==> config.mk <==
export PLATFORM = sky130hd
export DESIGN_NAME = hcom_top
export DESIGN_NICKNAME = d
export VERILOG_FILES = /design/src/rtl/hcom_pkg.sv /design/src/rtl/hcom_outmux.sv /design/src/rtl/hcom_homing.sv /design/src/rtl/hcom_top.sv
export SDC_FILE = /design/constraint.sdc
export NUM_CORES = 1
export LEC_CHECK = 0
export BUFFER_PORTS_ARGS = -buffer_cell sky130_fd_sc_hd__buf_2
export CELL_PAD_IN_SITES_DETAIL_PLACEMENT = 1
export CELL_PAD_IN_SITES_GLOBAL_PLACEMENT = 2
export CORE_MARGIN = 3
export CORE_UTILIZATION = 26
export DETAILED_ROUTE_END_ITERATION = 12
export PLACE_DENSITY = 0.84
export SYNTH_ARGS = -nofsm -noshare
export SYNTH_HDL_FRONTEND = slang
export SYNTH_SLANG_ARGS = --single-unit
==> constraint.sdc <==
create_clock -name mclk_i -period 2.2 [get_ports mclk_i]
set_input_delay 0 -clock mclk_i [delete_from_list [all_inputs] [get_ports mclk_i]]
set_output_delay 0 -clock mclk_i [all_outputs]
set_load 0.1 [all_outputs]
==> src/rtl/hcom_pkg.sv <==
// Shared constants and carriers for the homing setup and output mode block.
// Assumes a 32-bit Avalon-MM register slave with byte addresses.
package hcom_pkg;
   // Register byte offsets
   localparam logic [4:0] ADDR_MODE = 5'h00;
   localparam logic [4:0] ADDR_SETUP = 5'h04;
   localparam logic [4:0] ADDR_CMD = 5'h08;
   localparam logic [4:0] ADDR_STATUS = 5'h0C;
   localparam logic [4:0] ADDR_REPORT = 5'h10;
   // Output function select
   localparam logic [2:0] MODE_MIN = 3'h1;
   localparam logic [2:0] MODE_MAX = 3'h6;
   localparam logic [2:0] MODE_RESET = 3'h1;
   localparam logic [2:0] MODE_SLIP_A = 3'h2;
   localparam logic [2:0] MODE_MOVE_PROG = 3'h3;
   localparam logic [2:0] MODE_SLIP_B = 3'h4;
   localparam logic [2:0] MODE_REG_OK = 3'h5;
   localparam logic [2:0] MODE_REG_FAIL = 3'h6;
   // Setup bit positions, A at bit 0 through H at bit 7
   localparam int SB_RESOLVER = 0;
   localparam int SB_BACKUP = 1;
   localparam int SB_POLARITY = 2;
   localparam int SB_JOG = 4;
   localparam int SB_FINAL_DIR = 6;
   localparam int SB_EDGE = 7;
   localparam logic [7:0] SETUP_MASK = 8'hD7; // D and F undefined
   localparam logic [7:0] SETUP_RESET = 8'h00;
   localparam logic [7:0] REPORT_LEAD = 8'h2A; // Asterisk character
   // Command field layout
   localparam int CMD_OUT1_LSB = 4;
   localparam int CMD_OUT2_LSB = 6;
   localparam logic [2:0] OP_OUT_BUF = 3'h1;
   localparam logic [2:0] OP_OUT_IMM = 3'h2;
   localparam logic [2:0] OP_AMP_ON = 3'h3;
   localparam logic [2:0] OP_AMP_OFF = 3'h4;
   localparam logic [2:0] OP_SHUT_BUF = 3'h5;
   localparam logic [2:0] OP_SHUTCLR_BUF = 3'h6;
   localparam logic [2:0] OP_HOME_BUF = 3'h7;
   localparam logic AMP_RESET = 1'b1;

   typedef struct packed {
      logic [2:0] op;
      logic [1:0] out1_code;
      logic [1:0] out2_code;
   } hcom_cmd_s;

   typedef struct packed {
      logic resolver_en;
      logic backup_en;
      logic polarity;
      logic final_ccw;
   } hcom_home_cfg_s;
endpackage

==> src/rtl/hcom_outmux.sv <==
// Output function selection for the two digital outputs.
// Assumes all sources are synchronous to mclk_i.
`timescale 1ns/1ns
module hcom_outmux
   import hcom_pkg::*;
(
   input wire logic mclk_i,
   input wire logic sys_rst_i,
   input wire logic [2:0] mode_i,
   input wire logic prog1_i,
   input wire logic prog2_i,
   input wire logic moving_i,
   input wire logic slip_i,
   input wire logic reg_seen_i,
   input wire logic reg_fail_i,
   output logic out1_o,
   output logic out2_o
);
   logic next_out1;
   logic next_out2;

   // Route each output by mode; servo-only correction never reaches moving_i
   always_comb begin
      next_out1 = moving_i;
      next_out2 = prog2_i;
      unique case (mode_i)
         MODE_RESET: begin
            next_out1 = prog1_i;
            next_out2 = prog2_i;
         end
         MODE_SLIP_A: begin
            next_out1 = prog1_i;
            next_out2 = slip_i;
         end
         MODE_MOVE_PROG: next_out2 = prog2_i;
         MODE_SLIP_B: next_out2 = slip_i;
         MODE_REG_OK: next_out2 = reg_seen_i;
         MODE_REG_FAIL: next_out2 = reg_fail_i;
         default: begin
            next_out1 = 1'b0;
            next_out2 = 1'b0;
         end
      endcase
   end

   // Outputs from flops, one cycle behind the sources
   always_ff @(posedge mclk_i) begin
      if (sys_rst_i) begin
         out1_o <= 1'b0;
         out2_o <= 1'b0;
      end else begin
         out1_o <= next_out1;
         out2_o <= next_out2;
      end
   end
endmodule

==> src/rtl/hcom_homing.sv <==
// Homing sequencer: seek, optional back-up, optional resolver creep.
// Assumes the motion core reports stop and resolver arrival as levels.
`timescale 1ns/1ns
module hcom_homing
   import hcom_pkg::*;
(
   input wire logic mclk_i,
   input wire logic sys_rst_i,
   input wire logic start_i,
   input wire logic abort_i,
   input wire hcom_home_cfg_s cfg_i,
   input wire logic home_closed_i,
   input wire logic stopped_i,
   input wire logic resolver_at_target_i,
   output logic seek_o,
   output logic decel_o,
   output logic reverse_o,
   output logic dir_ccw_o,
   output logic creep_o,
   output logic declared_o
);
   typedef enum logic [2:0] {HM_IDLE, HM_SEEK, HM_DECEL, HM_REVERSE, HM_CREEP} hcom_hstate_e;
   hcom_hstate_e state;
   hcom_hstate_e next_state;
   logic home_act;
   logic home_prev;
   logic next_declared;
   logic edge_hit;

   // Polarity 0 takes a closed switch as active
   assign home_act = cfg_i.polarity ? ~home_closed_i : home_closed_i;
   assign edge_hit = home_act & ~home_prev;

   // Next state; abort wins over everything
   always_comb begin
      next_state = state;
      next_declared = 1'b0;
      unique case (state)
         HM_IDLE: if (start_i) next_state = HM_SEEK;
         HM_SEEK: begin
            if (edge_hit && cfg_i.backup_en) begin
               next_state = HM_DECEL;
            end else if (edge_hit && cfg_i.resolver_en) begin
               next_state = HM_CREEP;
            end else if (edge_hit) begin
               next_state = HM_IDLE;
               next_declared = 1'b1;
            end
         end
         HM_DECEL: if (stopped_i) next_state = HM_REVERSE;
         HM_REVERSE: begin
            if (edge_hit && cfg_i.resolver_en) begin
               next_state = HM_CREEP;
            end else if (edge_hit) begin
               next_state = HM_IDLE;
               next_declared = 1'b1;
            end
         end
         HM_CREEP: begin
            if (resolver_at_target_i) begin
               next_state = HM_IDLE;
               next_declared = 1'b1;
            end
         end
      endcase
      if (abort_i) begin
         next_state = HM_IDLE;
         next_declared = 1'b0;
      end
   end

   always_ff @(posedge mclk_i) begin
      if (sys_rst_i) begin
         state <= HM_IDLE;
         home_prev <= 1'b1; // Avoid a false edge right after reset
         declared_o <= 1'b0;
      end else begin
         state <= next_state;
         home_prev <= home_act;
         declared_o <= next_declared;
      end
   end

   assign seek_o = (state == HM_SEEK);
   assign decel_o = (state == HM_DECEL);
   assign reverse_o = (state == HM_REVERSE);
   assign creep_o = (state == HM_CREEP);
   // Final direction only matters during the back-up approach
   assign dir_ccw_o = reverse_o & cfg_i.final_ccw;
endmodule

==> src/rtl/hcom_top.sv <==
// Output mode, amplifier command and homing setup block with an Avalon-MM slave.
// Assumes a single 50 MHz clock and motion-core status synchronous to it.
// Functional notes
// - Servo-only corrections never raise moving output
// - Slip output: set on deadband, clear on fault
// - Registration-occurred holds until next move starts
// - Registration-failed when previous move saw none
// - Mode one: both outputs only programmable
// - Output code X keeps, 1 sets, 0 clears
// - Amplifier on restores torque, stops motion
// - Amplifier on immediate; shutdown clear buffered
// - Report: asterisk then setup bits A..H
// - Resolver homing creeps to target after home
// - Without resolver, homing by backup/direction only
// - No backup, no resolver: declare home at edge
// - Backup: stop, reverse at final velocity, declare
// - Polarity bit selects closed or open active
// - Jog bit lets trigger inputs jog
// - Final direction: 0 clockwise, 1 counter-clockwise
// - Final direction matters only with backup set
// - Mode field 1..6, default 1, assigns outputs
// - Moving output follows indexer move command
//
// Decided for this implementation: the Avalon-MM register port and the register offsets.
`timescale 1ns/1ns
module hcom_top
   import hcom_pkg::*;
(
   input wire logic mclk_i,
   input wire logic sys_rst_i,
   input wire logic [4:0] avs_address_i,
   input wire logic avs_read_i,
   input wire logic avs_write_i,
   input wire logic [31:0] avs_writedata_i,
   output logic [31:0] avs_readdata_o,
   output logic avs_waitrequest_o,
   input wire logic indexer_cmd_move_i,
   input wire logic move_start_i,
   input wire logic move_end_i,
   input wire logic motion_stopped_i,
   input wire logic deadband_exceeded_i,
   input wire logic slip_fault_i,
   input wire logic reg_enable_i,
   input wire logic reg_detect_i,
   input wire logic home_closed_i,
   input wire logic resolver_at_target_i,
   input wire logic [1:0] trigger_i,
   output logic out1_o,
   output logic out2_o,
   output logic amp_enable_o,
   output logic stop_motion_o,
   output logic [1:0] jog_o,
   output logic home_seek_o,
   output logic home_decel_o,
   output logic home_reverse_o,
   output logic home_dir_ccw_o,
   output logic home_creep_o,
   output logic home_declared_o
);
   logic ack;
   logic [31:0] rdata;
   logic [2:0] output_function_select;
   logic [7:0] setup;
   logic pend_valid;
   hcom_cmd_s pend_cmd;
   logic prog1;
   logic prog2;
   logic amp_on;
   logic stop_pulse;
   logic home_go;
   logic next_ack;
   logic [31:0] next_rdata;
   logic [2:0] next_mode;
   logic [7:0] next_setup;
   logic next_pend_valid;
   hcom_cmd_s next_pend_cmd;
   logic next_prog1;
   logic next_prog2;
   logic next_amp_on;
   logic next_stop_pulse;
   logic next_home_go;
   logic reg_seen;
   logic reg_fail;
   logic slip_flag;
   logic next_reg_seen;
   logic next_reg_fail;
   logic next_slip_flag;
   logic req;
   logic stall;
   logic wr_take;
   hcom_cmd_s wcmd;
   hcom_home_cfg_s home_cfg;
   logic [7:0] report_bits;

   // Output-set code: 1x keeps, 01 sets, 00 clears
   function automatic logic apply_code(input logic [1:0] code, input logic cur);
      apply_code = code[1] ? cur : code[0];
   endfunction

   function automatic logic is_buffered(input logic [2:0] op);
      is_buffered = (op == OP_OUT_BUF) || (op == OP_SHUT_BUF) || (op == OP_SHUTCLR_BUF)
         || (op == OP_HOME_BUF);
   endfunction

   assign wcmd.op = avs_writedata_i[2:0];
   assign wcmd.out1_code = avs_writedata_i[CMD_OUT1_LSB +: 2];
   assign wcmd.out2_code = avs_writedata_i[CMD_OUT2_LSB +: 2];
   assign req = avs_read_i | avs_write_i;
   // A buffered command waits while the one-deep buffer is occupied
   assign stall = avs_write_i && (avs_address_i == ADDR_CMD) && pend_valid
      && is_buffered(wcmd.op);
   assign avs_waitrequest_o = req & ~ack;
   assign wr_take = avs_write_i & ack;
   assign avs_readdata_o = rdata;
   assign report_bits = setup & SETUP_MASK;

   // Bus, configuration and command handling
   always_comb begin
      next_ack = req & ~ack & ~stall;
      next_rdata = rdata;
      next_mode = output_function_select;
      next_setup = setup;
      next_pend_valid = pend_valid;
      next_pend_cmd = pend_cmd;
      next_prog1 = prog1;
      next_prog2 = prog2;
      next_amp_on = amp_on;
      next_stop_pulse = 1'b0;
      next_home_go = 1'b0;
      // Buffered work runs in order, only once the indexer holds position
      if (pend_valid && !indexer_cmd_move_i) begin
         next_pend_valid = 1'b0;
         unique case (pend_cmd.op)
            OP_OUT_BUF: begin
               next_prog1 = apply_code(pend_cmd.out1_code, prog1);
               next_prog2 = apply_code(pend_cmd.out2_code, prog2);
            end
            OP_SHUT_BUF: next_amp_on = 1'b0;
            OP_SHUTCLR_BUF: next_amp_on = 1'b1;
            OP_HOME_BUF: next_home_go = 1'b1;
            default: next_pend_valid = 1'b0;
         endcase
      end
      // Read data is captured in the cycle the request is first seen
      if (avs_read_i && !ack) begin
         unique case (avs_address_i)
            ADDR_MODE: next_rdata = {29'h0000000, output_function_select};
            ADDR_SETUP: next_rdata = {24'h000000, report_bits};
            ADDR_STATUS: next_rdata = {20'h00000, home_declared_o, home_creep_o,
               home_reverse_o, home_seek_o, pend_valid, amp_on, slip_flag, reg_fail,
               reg_seen, indexer_cmd_move_i, out2_o, out1_o};
            ADDR_REPORT: next_rdata = {16'h0000, REPORT_LEAD, report_bits};
            default: next_rdata = 32'h00000000;
         endcase
      end
      if (wr_take) begin
         unique case (avs_address_i)
            ADDR_MODE: begin
               // Out-of-range modes are ignored
               if (avs_writedata_i[2:0] >= MODE_MIN && avs_writedata_i[2:0] <= MODE_MAX) begin
                  next_mode = avs_writedata_i[2:0];
               end
            end
            ADDR_SETUP: next_setup = avs_writedata_i[7:0] & SETUP_MASK;
            ADDR_CMD: begin
               unique case (wcmd.op)
                  OP_OUT_IMM: begin
                     next_prog1 = apply_code(wcmd.out1_code, next_prog1);
                     next_prog2 = apply_code(wcmd.out2_code, next_prog2);
                  end
                  OP_AMP_ON: begin
                     next_amp_on = 1'b1;
                     next_stop_pulse = 1'b1;
                  end
                  OP_AMP_OFF: begin
                     // Turning off also discards queued work
                     next_amp_on = 1'b0;
                     next_pend_valid = 1'b0;
                  end
                  OP_OUT_BUF, OP_SHUT_BUF, OP_SHUTCLR_BUF, OP_HOME_BUF: begin
                     next_pend_valid = 1'b1;
                     next_pend_cmd = wcmd;
                  end
                  default: next_pend_valid = next_pend_valid;
               endcase
            end
            default: next_ack = 1'b0;
         endcase
      end
   end

   always_ff @(posedge mclk_i) begin
      if (sys_rst_i) begin
         ack <= 1'b0;
         rdata <= 32'h00000000;
         output_function_select <= MODE_RESET;
         setup <= SETUP_RESET;
         pend_valid <= 1'b0;
         pend_cmd <= '0;
         prog1 <= 1'b0;
         prog2 <= 1'b0;
         amp_on <= AMP_RESET;
         stop_pulse <= 1'b0;
         home_go <= 1'b0;
      end else begin
         ack <= next_ack;
         rdata <= next_rdata;
         output_function_select <= next_mode;
         setup <= next_setup;
         pend_valid <= next_pend_valid;
         pend_cmd <= next_pend_cmd;
         prog1 <= next_prog1;
         prog2 <= next_prog2;
         amp_on <= next_amp_on;
         stop_pulse <= next_stop_pulse;
         home_go <= next_home_go;
      end
   end

   // Registration and slip tracking; a set in the clearing cycle wins
   always_comb begin
      next_reg_seen = reg_seen;
      next_reg_fail = reg_fail;
      next_slip_flag = slip_flag;
      if (move_start_i) begin
         next_reg_seen = 1'b0;
         next_reg_fail = 1'b0;
      end
      if (reg_enable_i && reg_detect_i) next_reg_seen = 1'b1;
      if (move_end_i && !reg_seen) next_reg_fail = 1'b1;
      if (slip_fault_i) next_slip_flag = 1'b0;
      if (deadband_exceeded_i) next_slip_flag = 1'b1;
   end

   always_ff @(posedge mclk_i) begin
      if (sys_rst_i) begin
         reg_seen <= 1'b0;
         reg_fail <= 1'b0;
         slip_flag <= 1'b0;
      end else begin
         reg_seen <= next_reg_seen;
         reg_fail <= next_reg_fail;
         slip_flag <= next_slip_flag;
      end
   end

   assign amp_enable_o = amp_on;
   assign stop_motion_o = stop_pulse;
   // Jogging only when enabled; input selection lives with the input mode logic
   assign jog_o = setup[SB_JOG] ? trigger_i : 2'b00;
   assign home_cfg.resolver_en = setup[SB_RESOLVER];
   assign home_cfg.backup_en = setup[SB_BACKUP];
   assign home_cfg.polarity = setup[SB_POLARITY];
   assign home_cfg.final_ccw = setup[SB_FINAL_DIR];

   hcom_outmux u_outmux (
      .mclk_i(mclk_i),
      .sys_rst_i(sys_rst_i),
      .mode_i(output_function_select),
      .prog1_i(prog1),
      .prog2_i(prog2),
      .moving_i(indexer_cmd_move_i),
      .slip_i(slip_flag),
      .reg_seen_i(reg_seen),
      .reg_fail_i(reg_fail),
      .out1_o(out1_o),
      .out2_o(out2_o)
   );

   hcom_homing u_homing (
      .mclk_i(mclk_i),
      .sys_rst_i(sys_rst_i),
      .start_i(home_go),
      .abort_i(stop_pulse | ~amp_on),
      .cfg_i(home_cfg),
      .home_closed_i(home_closed_i),
      .stopped_i(motion_stopped_i),
      .resolver_at_target_i(resolver_at_target_i),
      .seek_o(home_seek_o),
      .decel_o(home_decel_o),
      .reverse_o(home_reverse_o),
      .dir_ccw_o(home_dir_ccw_o),
      .creep_o(home_creep_o),
      .declared_o(home_declared_o)
   );
endmodule

== Word-level counts from Yosys, hierarchy flattened ==
Index checks and enable logic that the tools add are counted.

* Bits in registers: 65
* Bits in latches: 0
* Memory bits (writable): 0
* Bits in read-only memories: 0
* Bits of input ports: 53
* Output and inout bits: 45
* Logic and storage cells: 149
* Memories kept: 0

* Add/sub/neg operators: 0
* Multiply operators: 0
* Divide/modulo/power cells: 0
* Order comparisons: 2
* Equality and inequality tests: 28
* Shift operators: 0
* Mux-type cells: 49
* Bitwise gates (word level): 15
* Reduce and logical (&&, ||, !) cells: 34

{| class="wikitable"
|+ Operators with widths
! cell !! count
|-
| 14-bit case mux with 4 select lines || 1
|-
| 1-bit two-way mux || 34
|-
| 3-bit equality test, second input constant || 11
|-
| 3-bit by 2-bit equality test with 1-bit output, second input constant || 6
|-
| 3-bit two-way mux || 6
|-
| 3-bit case mux with 5 select lines || 1
|-
| 3-bit by 1-bit equality test with 1-bit output, second input constant || 4
|-
| 5-bit by 4-bit equality test with 1-bit output, second input constant || 2
|-
| 1-bit logical AND || 10
|-
| 2-bit OR reduction || 5
|-
| 3-bit AND reduction || 3
|-
| 1-bit inverter || 8
|-
| 1-bit case mux with 2 select lines || 4
|-
| 4-bit OR reduction || 2
|-
| 2-bit inequality test, second input constant || 3
|-
| 2-bit nonzero test || 3
|-
| 3-bit OR reduction || 2
|-
| 1-bit bitwise AND || 5
|-
| 5-bit by 3-bit equality test with 1-bit output, second input constant || 1
|-
| 5-bit equality test, second input constant || 1
|-
| 5-bit zero test || 1
|-
| 1-bit case mux with 4 select lines || 1
|-
| 3-bit by 1-bit >= comparator with 1-bit output, second input constant || 1
|-
| 3-bit less-or-equal comparator, second input constant || 1
|-
| other kinds (7) || 12
|}

== Logic depth before layout (Yosys ltp) ==
* Depth after elaboration: 9
* Depth in mapped cells: 6
* Depth with buffers taken out: 4

== By module ==
Synthesis repeated with hierarchy kept, for this count alone.

* Cells, all modules: 267
* Area total of the unflattened synthesis: 2,389.8 µm²

{| class="wikitable"
|+ By module, submodules not included
! module !! instances !! cells each !! area an instance (µm²) !! sequential area each (µm²)
|-
| hcom_top || 1 || 221 || 1,928.1 || 780.7
|-
| hcom_homing || 1 || 29 || 301.5 || 100.1
|-
| hcom_outmux || 1 || 17 || 160.2 || 40.0
|}

== Worst setup path after synthesis ==
OpenSTA, ideal clock, no wires.

* Path type: register to output
* Start: reg u_homing.state[2]
* End: out home_dir_ccw_o
* Arrival time: 2.714 ns
* Required time: 2.200 ns
* Setup slack: -0.514 ns
* Stages on the path, launching flop included: 4
* Buffers on the path: 0
* Cells stage by stage: dfxtp_1 nand2b_1 nor2_1 and2_1

* Cells in the longest elaborated chain, start to end: 2

{| class="wikitable"
|+ Ends and longest elaborated chain
! element !! RTL line !! RTL
|-
| start, declared || hcom_homing.sv:23 || <nowiki>hcom_hstate_e state;</nowiki>
|-
| start signal, assigned || hcom_homing.sv:78 || <nowiki>state <= next_state;</nowiki>
|-
| 3-bit by 2-bit equality test with 1-bit output || hcom_homing.sv:86 || <nowiki>assign reverse_o = (state == HM_REVERSE);</nowiki>
|-
| named net home_reverse_o || hcom_top.sv:55 || <nowiki>output logic home_reverse_o,</nowiki>
|-
| 1-bit bitwise AND || hcom_homing.sv:89 || <nowiki>assign dir_ccw_o = reverse_o & cfg_i.final_ccw;</nowiki>
|-
| end, declared || hcom_top.sv:56 || <nowiki>output logic home_dir_ccw_o,</nowiki>
|}

The timed path passes the listed nets, and every way through them passes these cells.

== Final worst setup path ==
* Start: reg ack
* End: reg prog1

* Cells in the longest elaborated chain, start to end: 2

{| class="wikitable"
|+ Ends and longest elaborated chain
! element !! RTL line !! RTL
|-
| start, declared || hcom_top.sv:60 || <nowiki>logic ack;</nowiki>
|-
| start signal, assigned || hcom_top.sv:206 || <nowiki>ack <= next_ack;</nowiki>
|-
| 1-bit bitwise AND || hcom_top.sv:113 || <nowiki>assign wr_take = avs_write_i & ack;</nowiki>
|-
| 1-bit two-way mux || hcom_top.sv:156 || <nowiki>if (wr_take) begin</nowiki>
|-
| end signal, assigned || hcom_top.sv:212 || <nowiki>prog1 <= next_prog1;</nowiki>
|-
| end, declared || hcom_top.sv:66 || <nowiki>logic prog1;</nowiki>
|}

No other way between the ends.
A chain may end at the register's enable or synchronous reset.

==> results by group <==
Timing
  • Final Hold Viols: 0
  • Actual slew at the worst max-slew pin: 0.613 ns
  • Fmax: 630 MHz
  • Period utilization: between 70% and 80%
  • Slew Viols, Final: 0
  • RSZ-0062 raised after global routing: false
  • WHS: 0.0106 ns
  • Minimum clock period: around 1.6 ns
  • Max_slew headroom: around 60%
  • Clock skew: around 0.0065 ns
  • Final Setup Violations: 0

Global route
  • Number of global-route vias before repair: approximately 2,200
  • Largest net degree at the start of global routing: 31
  • Initial antenna violation count: 0
  • First-pass GRT wire length: roughly 11,000 um
  • GRT Total Usage: between 10% and 20%
  • GRT overflow: 0

Hold path
  • Hold Path Class: input pin to register
  • Min-Delay Path Depth: 3
  • Worst Hold Launch: home_closed_i
  • Worst Hold Endpoint: u_homing.home_prev

Critical path
  • Critical Path AT: 1.81 ns
  • CP max-delay cell: or3_4
  • Crit-path max FO: 6
  • Worst r2r path cells: 4
  • CP Cell Sequence: nand3b_1 > or3_4 > or3_1 > a21oi_1
  • CP required: roughly 2.4 ns
  • RR Endpoint: prog1
  • Reg2Reg Setup Slack: about 0.6 ns
  • Crit. End Element: register
  • R2R Path Start: ack
  • CP max stage delay: 0.45 ns
  • Critical Path Start Type: register
  • Setup CP Type: register to register

Route
  • Drt pass-1 iters: 4
  • DRC viols: 0
  • WL/cell: between 15 and 20 um
  • Vias/cell: ~4.8
  • Iter 0 DRT Violations: 64
  • Final wirelength: ~6600 um
  • Via count: 2,110
  • Post-DRT Antenna Nets: 0

Synth
  • Main synth FF type: dfxtp_1
  • Ys Warns: 0
  • List of most frequent post-synthesis cells: dfxtp_1 (46), nor2_1 (27), nand2_1 (22), buf_4 (19), mux2i_1 (16)
  • Top-area cell type share of the netlist area: 40.2%
  • Netlist cell types: between 40 and 50
  • Fraction of registers with async set/reset: 0%
  • Post-synth EDFFs: 0
  • Most common cell in the netlist: dfxtp_1
  • Post-Syn Area: ~0.0023 mm^2
  • Synth Area per Inst: 8.32 um^2
  • Area contributors post-synth: dfxtp_1 (40%), mux2i_1 (7.0%), buf_4 (6.2%), nor2_1 (4.4%), nand2_1 (3.6%)
  • Leading area contributor after synthesis: dfxtp_1
  • Yosys reg bits: 46
  • Register area share after synthesis: 40.2%
  • Syn Inst Count: around 280

Clocking
  • Resized cells post-CTS: 0
  • Post-CTS setup buffer count: 0
  • Hold buffer count at CTS: 10
  • Root buffer cell: clkbuf_8
  • CTS tree: done
  • Clock Latency Late Sink: 0.29 ns
  • Clk sinks: 46
  • Clk slew on worst S/H paths: around 0.08 ns
  • H-tree depth: 2
  • Clock buffer depth: 2
  • Num CTS Buffers: 5

Floorplan
  • Die Y: ~100 um
  • I/O pins: between 90 and 100
  • Die area: ~0.01 mm^2
  • CORE AREA: approximately 0.0084 mm^2
  • Row cnt: 33
  • Initial Util: 27.3%
  • Die X: 99.8 um

Power
  • Static Leak: 1.17 nW
  • Power, Total: roughly 0.0018 W
  • Worst VDD drop: about 0.0002 V
  • Pwr Density: approximately 630 mW/mm^2

Job
  • Max Cap Viol: 0

Outcome
  • Status: finished, final reports clean

Final layout
  • Layout area overhead: 21.8%
  • Ant. Diodes: 0
  • Layout cells sized above 1: about a fifth
  • # fillers: between 1,000 and 1,500
  • Core Util, Final: between 30% and 40%
  • Final Net Count: roughly 390

Placement
  • PortBufs: 53
  • Routability cong.: between 0.7 and 0.8
  • Final HPWL DP: slightly above 5000 um
power by group:
group | total [W] | internal [W] | switching [W]
Combinational | 0.000297 | 0.0000588 | 0.000238
Sequential | 0.000846 | 0.000839 | 0.00000673
Clock | 0.000618 | 0.000335 | 0.000283
how the worst max path moves through the flow:
stage / start / cells past startpoint / endpoint / slack [ns]
after detailed placement: avs_address_i[2] / 5 / prog1 / 0.49
after global placement: avs_address_i[2] / 5 / prog2 / 0.57
after global routing: u_homing.state[2] / 4 / home_dir_ccw_o / 0.50
after CTS: u_homing.state[2] / 4 / home_dir_ccw_o / 0.60
final: ack / 4 / prog1 / 0.61
after floorplan: u_homing.state[2] / 3 / home_dir_ccw_o / -0.004
through the flow:
stage	setup WS, ns	area, um^2	TNS (ns)	instances
after floorplan	-0.00395	2360	-0.00395	293
after global placement	0.568	2580	0	422
after detailed placement	0.494	2580	0	422
after CTS	0.603	2790	0	440
after global routing	0.504	2790	0	440
final	0.612	2790	0	440
layout make-up:
| class | count | area [um^2] | area share, % |
|---|---|---|---|
| clock buffer | 5 | 68.8 | 2.47 |
| clock inverter | 3 | 40.0 | 1.44 |
| inverter | 13 | 48.8 | 1.75 |
| multi-input combinational | 202 | 1190 | 42.7 |
| sequential | 46 | 921 | 33.0 |
| tap | 105 | 131 | 4.71 |
| timing repair buffer | 66 | 388 | 13.9 |
kinds of logic (layout without fill, tap and decap cells):
kind of cell,Yosys count,count (layout),share of synthesized area [%]
AO/OA/AOI/OAI,57,57,16.1
flip-flops,46,46,40.2
other,1,19,0.164
buffers and inverters,45,87,10.9
AND/OR/NAND/NOR,107,107,24.4
multiplexers,16,16,7.00
XOR/XNOR,3,3,1.15
worst max-delay path, delay by kind of cell, from the launching register on:
kind / cells / cell delay, ns
and+or+nand+nor: 3 / 0.94
DFF: 1 / 0.41
AOI/OAI and AO/OA: 1 / 0.17
layer usage:
| layer | vias up | GRT usage (%) | share of wire, % |
|---|---|---|---|
| li1 | 1041 | - | - |
| met3 | 6 | 3.06 | 4.3 |
| met1 | 1015 | 16.6 | 45 |
| met2 | 48 | 24.0 | 50 |
| met4 | 0 | 2.52 | 0.72 |
| met5 | - | 0 | 0 |
layout by cell type (no fill, tap or decap), drive strengths merged, types with 3 or more instances in the layout:
| cell type | n |
|---|---|
| nand2b | 7 |
| nand4 | 3 |
| nor4 | 3 |
| nor2 | 27 |
| nor2b | 3 |
| o21ai | 12 |
| dlygate4sd3 | 10 |
| or3 | 4 |
| a22o | 3 |
| dfxtp | 46 |
| nand3 | 9 |
| a21oi | 15 |
| clkbuf | 5 |
| and3 | 3 |
| a22oi | 10 |
| inv | 13 |
| nor3 | 10 |
| nand2 | 22 |
| and2 | 7 |
| conb | 19 |
| buf | 56 |
| a31oi | 3 |
| mux2i | 16 |
state kept, by name, indices dropped and copies added (netlist names), 3 cells and up:
name and cells:
output_function_select 3, u_homing.state 3, setup 6, avs_readdata_o 13
pend_cmd 7
(Power assumes the default switching activity.)
